[src/srs_pkg.sv]
package srs_pkg;
	localparam int SRC_W = 8;
	localparam int MOD_W = 5;
	localparam int PORT_W = 16;
	localparam int APB_W = 16;
	localparam logic [31:0] BOOT_ADDR = 32'h0000_0000;
	// peripheral clock enable positions kept on during reset
	localparam int APB_WDT_BIT = 0;
	localparam int APB_XBAR_BIT = 1;
	// selectable module reset positions
	localparam int MOD_CPUMP = 0;
	localparam int MOD_SERIAL = 1;
	localparam int MOD_DISPLAY = 2;
	localparam int MOD_CAPTURE = 3;
	localparam int MOD_CAL = 4;
	// source vector positions driving the reset pin low
	localparam int SRC_POR = 0;
	localparam int SRC_SUPPLY = 1;
	localparam logic [1:0] SYSCLK_LPOSC = 2'h0;
	localparam logic [1:0] WDTCLK_LFOSC = 2'h1;
	localparam logic [SRC_W-1:0] SRC_EN_RST = 8'hFF;
	localparam logic [SRC_W-1:0] SRC_POR_MASK = 8'h03;

	typedef enum {ST_RUN, ST_RESET, ST_EXIT} srs_state_t;

	typedef struct packed {
		logic core_halt;
		logic [31:0] pc_load;
		logic pc_load_en;
		logic [1:0] sysclk_sel;
		logic wdt_en;
		logic [1:0] wdt_clk_sel;
	} srs_core_t;

	typedef struct packed {
		logic [PORT_W-1:0] latch_one;
		logic open_drain;
		logic pullup_en;
		logic rst_pin_out;
		logic rst_pin_oe;
	} srs_pins_t;

	typedef struct packed {
		logic sys_rst;
		logic por_rst;
		logic irq_disable;
		logic timer_disable;
		logic ahb_flash_clk;
		logic ahb_ram_clk;
		logic [APB_W-1:0] apb_clk_force_off;
		logic [MOD_W-1:0] mod_rst;
	} srs_ctl_t;
endpackage : srs_pkg

[src/srs_top.sv]
module srs_top
	import srs_pkg::*;
(
	input wire logic mclk,
	input wire logic arst_n,
	input wire logic [SRC_W-1:0] src_req,
	input wire logic supply_below_thr,
	input wire logic clock_reset_lock_bit,
	input wire logic src_wr,
	input wire logic [SRC_W-1:0] src_wr_enable,
	input wire logic [SRC_W-1:0] src_wr_modsel,
	input wire logic [SRC_W-1:0] src_wr_modmap,
	output srs_core_t core,
	output srs_pins_t pins,
	output srs_ctl_t ctl,
	output logic [SRC_W-1:0] src_enable,
	output logic [SRC_W-1:0] src_last,
	output logic reset_active
);
	typedef struct packed {
		srs_state_t st;
		srs_core_t core;
		srs_pins_t pins;
		srs_ctl_t ctl;
		logic [SRC_W-1:0] en;
		logic [SRC_W-1:0] modsel;
		logic [SRC_W-1:0] last;
		logic act;
	} srs_s_t;

	srs_s_t s;
	srs_s_t next_s;
	logic [SRC_W-1:0] live;
	logic pin_low_src;

	always_comb begin
		// supply hold
		// supply level counts as a source even if its enable is cleared
		live = src_req & s.en;
		live[SRC_SUPPLY] = live[SRC_SUPPLY] | supply_below_thr;
		live[SRC_POR] = src_req[SRC_POR];
		pin_low_src = |(live & SRC_POR_MASK);
	end

	always_comb begin
		next_s = s;
		next_s.core.pc_load_en = 1'b0;
		if (src_wr && !clock_reset_lock_bit) begin
			next_s.en = src_wr_enable;
			next_s.modsel = src_wr_modmap & src_wr_modsel;
		end
		unique case (s.st)
			ST_RUN: begin
				if (|live) begin
					next_s.st = ST_RESET;
				end
			end
			ST_RESET: begin
				if (!(|live)) begin
					next_s.st = ST_EXIT;
				end
			end
			ST_EXIT: begin
				next_s.st = (|live) ? ST_RESET : ST_RUN;
			end
		endcase
		if (next_s.st == ST_RESET) begin
			next_s.act = 1'b1;
			next_s.last = s.last | live;
			next_s.core.core_halt = 1'b1;
			next_s.ctl.sys_rst = 1'b1;
			next_s.ctl.por_rst = live[SRC_POR];
			next_s.pins.latch_one = '1;
			next_s.pins.open_drain = 1'b1;
			next_s.ctl.irq_disable = 1'b1;
			next_s.ctl.timer_disable = 1'b1;
			next_s.ctl.ahb_flash_clk = 1'b1;
			next_s.ctl.ahb_ram_clk = 1'b1;
			next_s.ctl.apb_clk_force_off = '1;
			next_s.ctl.apb_clk_force_off[APB_WDT_BIT] = 1'b0;
			next_s.ctl.apb_clk_force_off[APB_XBAR_BIT] = 1'b0;
			next_s.ctl.mod_rst = (|(live & s.modsel)) ? '1 : '0;
			if (pin_low_src) begin
				next_s.pins.rst_pin_oe = 1'b1;
			end
			next_s.pins.rst_pin_out = 1'b0;
		end else if (s.st == ST_RESET) begin
			next_s.act = 1'b0;
			next_s.core.core_halt = 1'b0;
			next_s.ctl = '0;
			next_s.ctl.ahb_flash_clk = 1'b1;
			next_s.ctl.ahb_ram_clk = 1'b1;
			next_s.pins.rst_pin_oe = 1'b0;
			next_s.core.pc_load = BOOT_ADDR;
			next_s.core.pc_load_en = 1'b1;
			next_s.core.sysclk_sel = SYSCLK_LPOSC;
			next_s.core.wdt_en = 1'b1;
			next_s.core.wdt_clk_sel = WDTCLK_LFOSC;
		end
		next_s.pins.pullup_en = 1'b1;
		// no ram port: ram is never written here
	end

	always_ff @(posedge mclk or negedge arst_n) begin
		if (!arst_n) begin
			s <= '0;
			s.st <= ST_RESET;
			s.act <= 1'b1;
			s.en <= SRC_EN_RST;
			s.core.core_halt <= 1'b1;
			s.ctl.sys_rst <= 1'b1;
			s.ctl.por_rst <= 1'b1;
			s.ctl.irq_disable <= 1'b1;
			s.ctl.timer_disable <= 1'b1;
			s.ctl.ahb_flash_clk <= 1'b1;
			s.ctl.ahb_ram_clk <= 1'b1;
			s.ctl.apb_clk_force_off <= 16'hFFFC;
			s.ctl.mod_rst <= 5'h1F;
			s.pins.latch_one <= 16'hFFFF;
			s.pins.open_drain <= 1'b1;
			s.pins.pullup_en <= 1'b1;
			s.pins.rst_pin_oe <= 1'b1;
		end else begin
			s <= next_s;
		end
	end

	assign core = s.core;
	assign pins = s.pins;
	assign ctl = s.ctl;
	assign src_enable = s.en;
	assign src_last = s.last;
	assign reset_active = s.act;
endmodule : srs_top

[config.mk]
export PLATFORM = sky130hd
export DESIGN_NAME = srs_top
export DESIGN_NICKNAME = d
export VERILOG_FILES = /design/src/srs_pkg.sv /design/src/srs_top.sv
export SDC_FILE = /design/constraint.sdc
export NUM_CORES = 1
export LEC_CHECK = 0
export ABC_AREA = 1
export BUFFER_PORTS_ARGS = -buffer_cell sky130_fd_sc_hd__buf_2
export CAP_MARGIN = 20
export CORE_ASPECT_RATIO = 0.5
export CORE_MARGIN = 2
export CORE_UTILIZATION = 40
export DETAILED_ROUTE_END_ITERATION = 8
export PLACE_DENSITY = 0.79
export SKIP_CTS_REPAIR_TIMING = 1
export SLEW_MARGIN = 10
export SYNTH_ARGS = -nofsm -noshare
export SYNTH_HDL_FRONTEND = slang
export SYNTH_SLANG_ARGS = --single-unit
[constraint.sdc]
create_clock -name mclk -period 1.43 [get_ports mclk]
set_input_delay 0.143 -clock mclk [delete_from_list [all_inputs] [get_ports mclk]]
set_output_delay 0.143 -clock mclk [all_outputs]
set_load 0.01 [all_outputs]
# After elaboration in Yosys (flattened, before gate mapping)
# Index checks and enable logic that the tools add are counted.
# totals
inputBits	37
elab_cells	50
output_inout_bits	103
regBits	88
# classes
n_eq_ne	5
mux	13
n_reduce_logical	9
bitwise	6
# op_table
cell	n
$eq A32 B2 Y1 const B	3
$pmux W32 S3	1
$mux W32	2
$mux W28	2
$mux W39	1
$eq A32 B1 Y1 const B	1
$logic_not A32 Y1	1
$and A8 B8 Y8	3
$reduce_or A8 Y1	2
$or A8 B8 Y8	1
$mux W6	1
$mux W1	5
$mux W5	1
$reduce_and A2 Y1	2
$ne A2 B2 Y1 const B	1
$reduce_bool A2 Y1	1
$reduce_or A2 Y1	1
$logic_and A1 B1 Y1	1
$logic_not A1 Y1	1
$not A1 Y1	1
$or A1 B1 Y1	1

# Depth between registers and ports, before layout
# Gate-level depths: netlist of run 1.
# logic_depth
depth_word	8
ltp_mapped	9
depth_no_buf	9

# Worst setup path before layout of run 1
# No wires, ideal clock.
# synth_timing
path_kind	register to register
start	register s[111] (netlist bit)
end	register s[112] (netlist bit)
path_slack_ps	309
period_less_slack_ps	1121
stages_incl_launch_ff	8
setup_time_ps	117
required_time_ps	1313
path_buffers	0
t_arrival_ps	1004
cell_sequence	dfstp_2 > nand3_1 > nor2_1 > nand2_1 > nor2_4 > inv_1 > nand3_1 > nand2_1
# synth_lines
item	line_no	text
start, declared	srs_top.sv:31	srs_s_t s;
start signal, assigned	srs_top.sv:124	s <= next_s;

==> results by group, run 1 <==
Setup path
  • CP Capture Type: output port
  • Crit path required time: 1.29 ns
  • Crit Path Class: flop to output port
  • CP Launch Type: flop
  • R2R setup slack: 0.15 ns
  • Critical Path AT: 1.16 ns
  • R2R Path Start: src_enable[1]$_DFFE_PN1P_
  • Maximum fanout along the worst path: 20
  • Family with the most delay on the worst path: flip-flops
  • Capture point of the worst reg-to-reg path: s[112]$_DFF_PN0_
  • Worst path slowest cell: dfstp_2
  • Critical path, cell by cell: buf_2
  • CP max stage delay: about 0.66 ns
  • CP Buf/Inv Count: 1
  • Worst Reg-to-Reg Cells: 7

Clocking
  • Clk_lat worst skew: 0.32 ns
  • H-tree Lvls: 3
  • Clock sink total: just over 60
  • Root buffer cell: clkbuf_16
  • CTS tree: yes
  • TritonCTS Buffers: 9
  • Clock Path Buffers: 2
  • Worst-path clk slew: 0.05 ns

Yosys
  • Ys Warns: 0
  • Synth top area share: a little under two fifths
  • Predominant post-synthesis flop cell: dfrtp_1
  • Ys async rst share: 100%
  • Leading area contributor after synthesis: dfrtp_1
  • Post-synthesis average cell area: 8.40 um^2
  • Cell Area, Synth: between 0.003 and 0.004 mm^2
  • Post-Syn Instances: 394
  • Most instantiated cells after synthesis: buf_4 (103), nand2_1 (84), inv_1 (51)
  • #FFs+latches synth: 62
  • Post-synthesis sequential area ratio: 47.4%
  • Post-synth EDFFs: 0
  • Synth area leaders: dfrtp_1 (37%), buf_4 (23%), dfstp_2 (10%)
  • Library cells used by synthesis: 19
  • Most common cell in the netlist: buf_4

Pwr
  • Sw Share: roughly a quarter
  • Psw: 0.00120 W
  • Gate power share: between 10% and 20%
  • Leakage power: between 1.5 and 2 nW
  • P per Cell Area: about 1300 mW/mm^2
  • Clock group share of total power: 43.8%
  • Maximum vdd ir drop: approximately 0.83 mV
  • Reg power frac: 42.1%
  • Internal Power: 0.00341 W

Global route
  • Initial antenna violation count: 0
  • First-pass GRT wire length: approximately 8.6 mm
  • Met2 Usage GRT: 20.3%
  • Number of global-route vias before repair: about 1,900
  • Peak-usage layer in the global routing report: met2
  • Remaining Overflow, GRT: 0
  • GRT met3 Usage: 4.89%
  • GRT Util Overall: 12.4%
  • Largest net degree at the start of global routing: 49
  • Global routing usage on met1: 14.9%

Route
  • DR iter-0 viols: between 150 and 200
  • Post-route ant nets: 0
  • First-pass DRT Iterations: 5
  • Vias per Instance: 3.92
  • Drc violations: 0
  • Drt wl/cell: 9.79 um
  • DRT Wirelength: about 5.5 mm
  • Vias: 2,185

Timing
  • Max-slew violations: 0
  • Final worst setup slack: 0.123 ns
  • RSZ-0062 raised after global routing: false
  • Finish-stage setup viols: 0
  • Setup TNS: 0 ns
  • Final hold violation count: 0
  • Worst Skew: approximately 0.0049 ns
  • Post-route minimum period: 1.31 ns
  • Fin crit share: 91.4%
  • FMAX: 0.765 GHz

Die
  • Starting density of the core: 41.4%
  • Die width: 133 um
  • Die Span Y: just under 70 um
  • Die area: 0.00906 mm^2
  • Top Ports: 140
  • Core box area: 0.00800 mm^2
  • Row cnt: 23

Placed design
  • HPWL after DPL: between 4 and 5 mm
  • Place WS: approximately 0.16 ns
  • Port bufs: 81
  • Gp weighted congestion: 0.751

Cells and area
  • ANT cells: 0
  • Final nets: 477
  • Layout cells sized above 1: 29.9%
  • Area growth syn-to-layout: 9.34%

Hold path
  • Worst hold path class: primary input to flop
  • End of the worst hold path: src_enable[2]$_DFFE_PN1P_
  • Worst Hold Depth: 3
  • HP Start: src_wr_enable[2]

Job
  • Max-cap violations: 0

Outcome
  • Status: completed
==> cell type report <==
cell class / count / area (um^2)
Multi-Input combinational cell: 228 / 941
Fill cell: 774 / 4380
Inverter: 53 / 199
Timing Repair Buffer: 86 / 483
Tap cell: 112 / 140
Sequential cell: 62 / 1570
Clock inverter: 3 / 17.5
Clock buffer: 13 / 270
==> worst max path at each step <==
stage	from	to	cells past startpoint	slack [ns]
final	ctl[19]$_DFFE_PN1P_	reset_active	1	0.12
after global routing	s[113]$_DFF_PN0_	s[112]$_DFF_PN0_	8	0.01
after CTS	ctl[19]$_DFFE_PN1P_	reset_active	1	0.10
after detailed placement	src_enable[6]$_DFFE_PN1P_	pins[0]$_DFFE_PN1P_	8	0.16
after global placement	src_enable[6]$_DFFE_PN1P_	ctl[25]$_DFFE_PN1P_	7	0.19
after floorplan	s[111]$_DFF_PN1_	s[112]$_DFF_PN0_	7	0.31
==> sequential cells by signal, indices dropped and copies added, names as in the netlist <==
signal,cells
core,2
ctl,3
pins,1
s,40
src_enable,8
src_last,8
==> cell families after synthesis <==
group,synth area share (%)
other,0.227
buffers and inverters,30.5
DFF,47.4
AOI/OAI and AO/OA,0.983
and+or+nand+nor,20.9
==> power by group through the flow <==
| stage | clock network (W) | logic [W] | registers [W] |
|---|---|---|---|
| after floorplan | 0 | 0.000648 | 0.00196 |
| after global placement | 0 | 0.000633 | 0.00196 |
| after detailed placement | 0 | 0.000653 | 0.00196 |
| after CTS | 0.00206 | 0.000656 | 0.00194 |
| after global routing | 0.00215 | 0.000744 | 0.00195 |
| final | 0.00202 | 0.000652 | 0.00194 |
==> per-stage QoR <==
step,power [W],utilization (%),hold WS [ns],area (um^2),std cells
6_report,0.00461,45.2,0.0102,3620,557
5_1_grt,0.00485,45.2,0.0192,3620,557
4_1_cts,0.00465,45.1,-0.258,3610,556
3_5_place_dp,0.00262,41.5,0.0803,3320,540
3_3_place_gp,0.00259,41.5,0.0768,3320,540
2_1_floorplan,0.00261,-,-0.153,3520,450
==> cells in the final DEF (no fill, tap or decap) <==
cell type,Yosys,final
a21oi_1,1,1
nand2_4,1,1
buf_2,1,81
dfrtp_1,49,49
nor2_2,8,8
clkbuf_1,0,1
o2111ai_1,2,2
nand3_1,13,13
buf_12,0,3
nand2_2,2,2
dlygate4sd3_1,0,1
clkbuf_8,0,3
clkinvlp_4,0,1
or2_2,6,6
buf_4,103,1
conb_1,2,58
nand2_1,84,84
nor2_4,1,1
o21ai_0,2,2
inv_2,2,2
clkinv_2,0,2
nor2_1,50,50
dfstp_2,13,13
inv_1,51,51
clkbuf_16,0,9
==> routing by layer <==
metal	vias to the layer above	part of all wire, %
met2	95	47
met3	6	7.7
met1	995	45
met5	-	0
li1	1089	-
met4	0	0.97
(Power assumes the default switching activity.)
==> run 2: changes to the inputs <==
- CORE_MARGIN: 2 -> 5
- CORE_UTILIZATION: 40 -> 48
- PLACE_DENSITY: 0.79 -> 0.9
==> run 2 against run 1 <==
Effect of this change: sequential share of layout area up 0.12 points; via count grew 1.5%; count of clock-buffer cells in the layout is 3 lower; first-iteration DRC count is 12% lower; critical endpoint is now ctl[3]$_DFFE_PN1P_; critical path type is now flop to flop.
==> results by group, run 2 (synthesis gave the netlist of run 1 again) <==
Clocking
  • TritonCTS Buffers: 9
  • H-tree Lvls: 3
  • CTS tree: yes
  • Clock sink total: 62
  • Root buffer cell: clkbuf_16
  • Worst-path clk slew: 0.05 ns
  • Clk_lat worst skew: 0.33 ns
  • Clock Path Buffers: 2

Cells and area
  • Area growth syn-to-layout: 9.04%
  • Layout cells sized above 1: 30.5%
  • Register Area: 0.00157 mm^2
  • Multi-input logic area: 948 um^2
  • Fill count: 552
  • ANT cells: 0
  • Final nets: 478
  • Largest register by flop count: s
  • Most frequent cells in the layout: nand2_1 (84), buf_2 (81), conb_1 (58)
  • Post-route cell area: approximately 0.0036 mm^2
  • Core Util, Final: 53.9%
  • Max reg flops: 40
  • Commonest non-fill, non-tap cell in the layout: nand2_1

Die
  • Starting density of the core: 49.4%
  • Die Span Y: 68.7 um
  • Row cnt: 21
  • Die width: approximately 130 um
  • Core box area: 0.00670 mm^2
  • Top Ports: 140
  • Die area: 0.00876 mm^2

Placed design
  • Port bufs: slightly above 80
  • HPWL after DPL: 4.34 mm
  • Gp weighted congestion: 0.769
  • Post-place instance area: 0.00329 mm^2
  • Place WS: 0.163 ns

Setup path
  • Crit Path Class: flop to flop
  • Critical path, cell by cell: nand2_2 > nand2_1 > nor2_2 > nand2_4 > nor2_2 > nand2_1 > nand2_1
  • Crit path required time: 1.69 ns
  • Maximum fanout along the worst path: 13
  • CP max stage delay: 0.38 ns
  • Worst path most repeated cell: nand2_1
  • Critical Path AT: 1.62 ns
  • CP Launch Type: flop
  • Worst path slowest cell: dfstp_2
  • CP Capture Type: flop

Timing
  • Worst Skew: 0.00747 ns
  • Finish-stage setup viols: 0
  • Max-slew violations: 0
  • Fin crit share: 94.9%
  • Final hold violation count: 0
  • Post-route minimum period: around 1.4 ns
  • FMAX: 0.737 GHz
  • Setup TNS: 0 ns
  • Final worst setup slack: 0.0733 ns

Pwr
  • Leakage power: 1.94 nW
  • Maximum vdd ir drop: 0.908 mV
  • P per Cell Area: 1310 mW/mm^2

Job
  • Max-cap violations: 0

Global route
  • First-pass GRT wire length: 8.93 mm
  • Initial antenna violation count: 0
  • Remaining Overflow, GRT: 0
  • Largest net degree at the start of global routing: 63
  • GRT Util Overall: between 10% and 20%
  • Number of global-route vias before repair: 2,051

Route
  • DR iter-0 viols: approximately 140
  • Vias: 2,218
  • Drc violations: 0
  • Post-route ant nets: 0
  • Vias per Instance: 4.12
  • Drt wl/cell: 11.5 um
  • DRT Wirelength: 6.17 mm
  • First-pass DRT Iterations: 4

Outcome
  • Status: completed

Hold path
  • Worst hold path class: primary input to flop
[run 2: cell types whose count changed in the layout (fill, tap and decap cells not counted), sizes merged]
cell	change
clkbuf	-3
buf	+1
bufinv	+1
clkinv	+2
[run 2: final cells by class]
type,count,area share [%]
Sequential cell,62,43.4
Multi-Input combinational cell,228,26.3
Clock buffer,10,6.62
Tap cell,92,3.19
Clock inverter,6,1.70
Timing Repair Buffer,87,13.2
Inverter,53,5.51
[run 2: worst paths after layout]
| path | startpoint | endpoint | slack (ns) | cells past startpoint |
|---|---|---|---|---|
| setup / recovery | src_enable[7]$_DFFE_PN1P_ | ctl[3]$_DFFE_PN1P_ | 0.07 | 7 |
| hold / removal | src_wr_enable[4] | src_enable[4]$_DFFE_PN1P_ | 0.01 | 3 |
| setup reg to reg | src_enable[7]$_DFFE_PN1P_ | ctl[3]$_DFFE_PN1P_ | 0.07 | 7 |
| hold reg to reg | src_enable[0]$_DFFE_PN1P_ | src_enable[0]$_DFFE_PN1P_ | 0.47 | 2 |
| max in group asynchronous | arst_n | src_enable[6]$_DFFE_PN1P_ | 0.76 | 3 |
| min in group asynchronous | arst_n | s[117]$_DFF_PN0_ | 0.36 | 3 |
[run 2: metrics by stage]
| stage | power (W) | instances | hold slack, ns |
|---|---|---|---|
| global placement | 0.00259 | 521 | 0.183 |
| finish | 0.00474 | 538 | 0.0148 |
| detailed placement | 0.00261 | 521 | 0.180 |
| CTS | 0.00476 | 537 | -0.159 |
| floorplan | 0.00261 | 450 | -0.153 |
| global route | 0.00494 | 538 | 0.0112 |
[run 2: where the power goes]
part | switching, W | internal, W
clock | 0.000747 | 0.00139
combinational | 0.000443 | 0.000222
sequential | 0.0000637 | 0.00188
[run 2: worst max-delay path, delay by kind of cell (launching register included)]
kind | cells | cell delay, ns
simple gates | 7 | 0.91
flops | 1 | 0.38
[run 2: layer usage]
layer | GRT usage (%) | part of all wire, %
met5 | 0 | 0
met2 | 22.1 | 49
met3 | 5.23 | 9.5
met1 | 15.3 | 40
met4 | 4.55 | 1.1
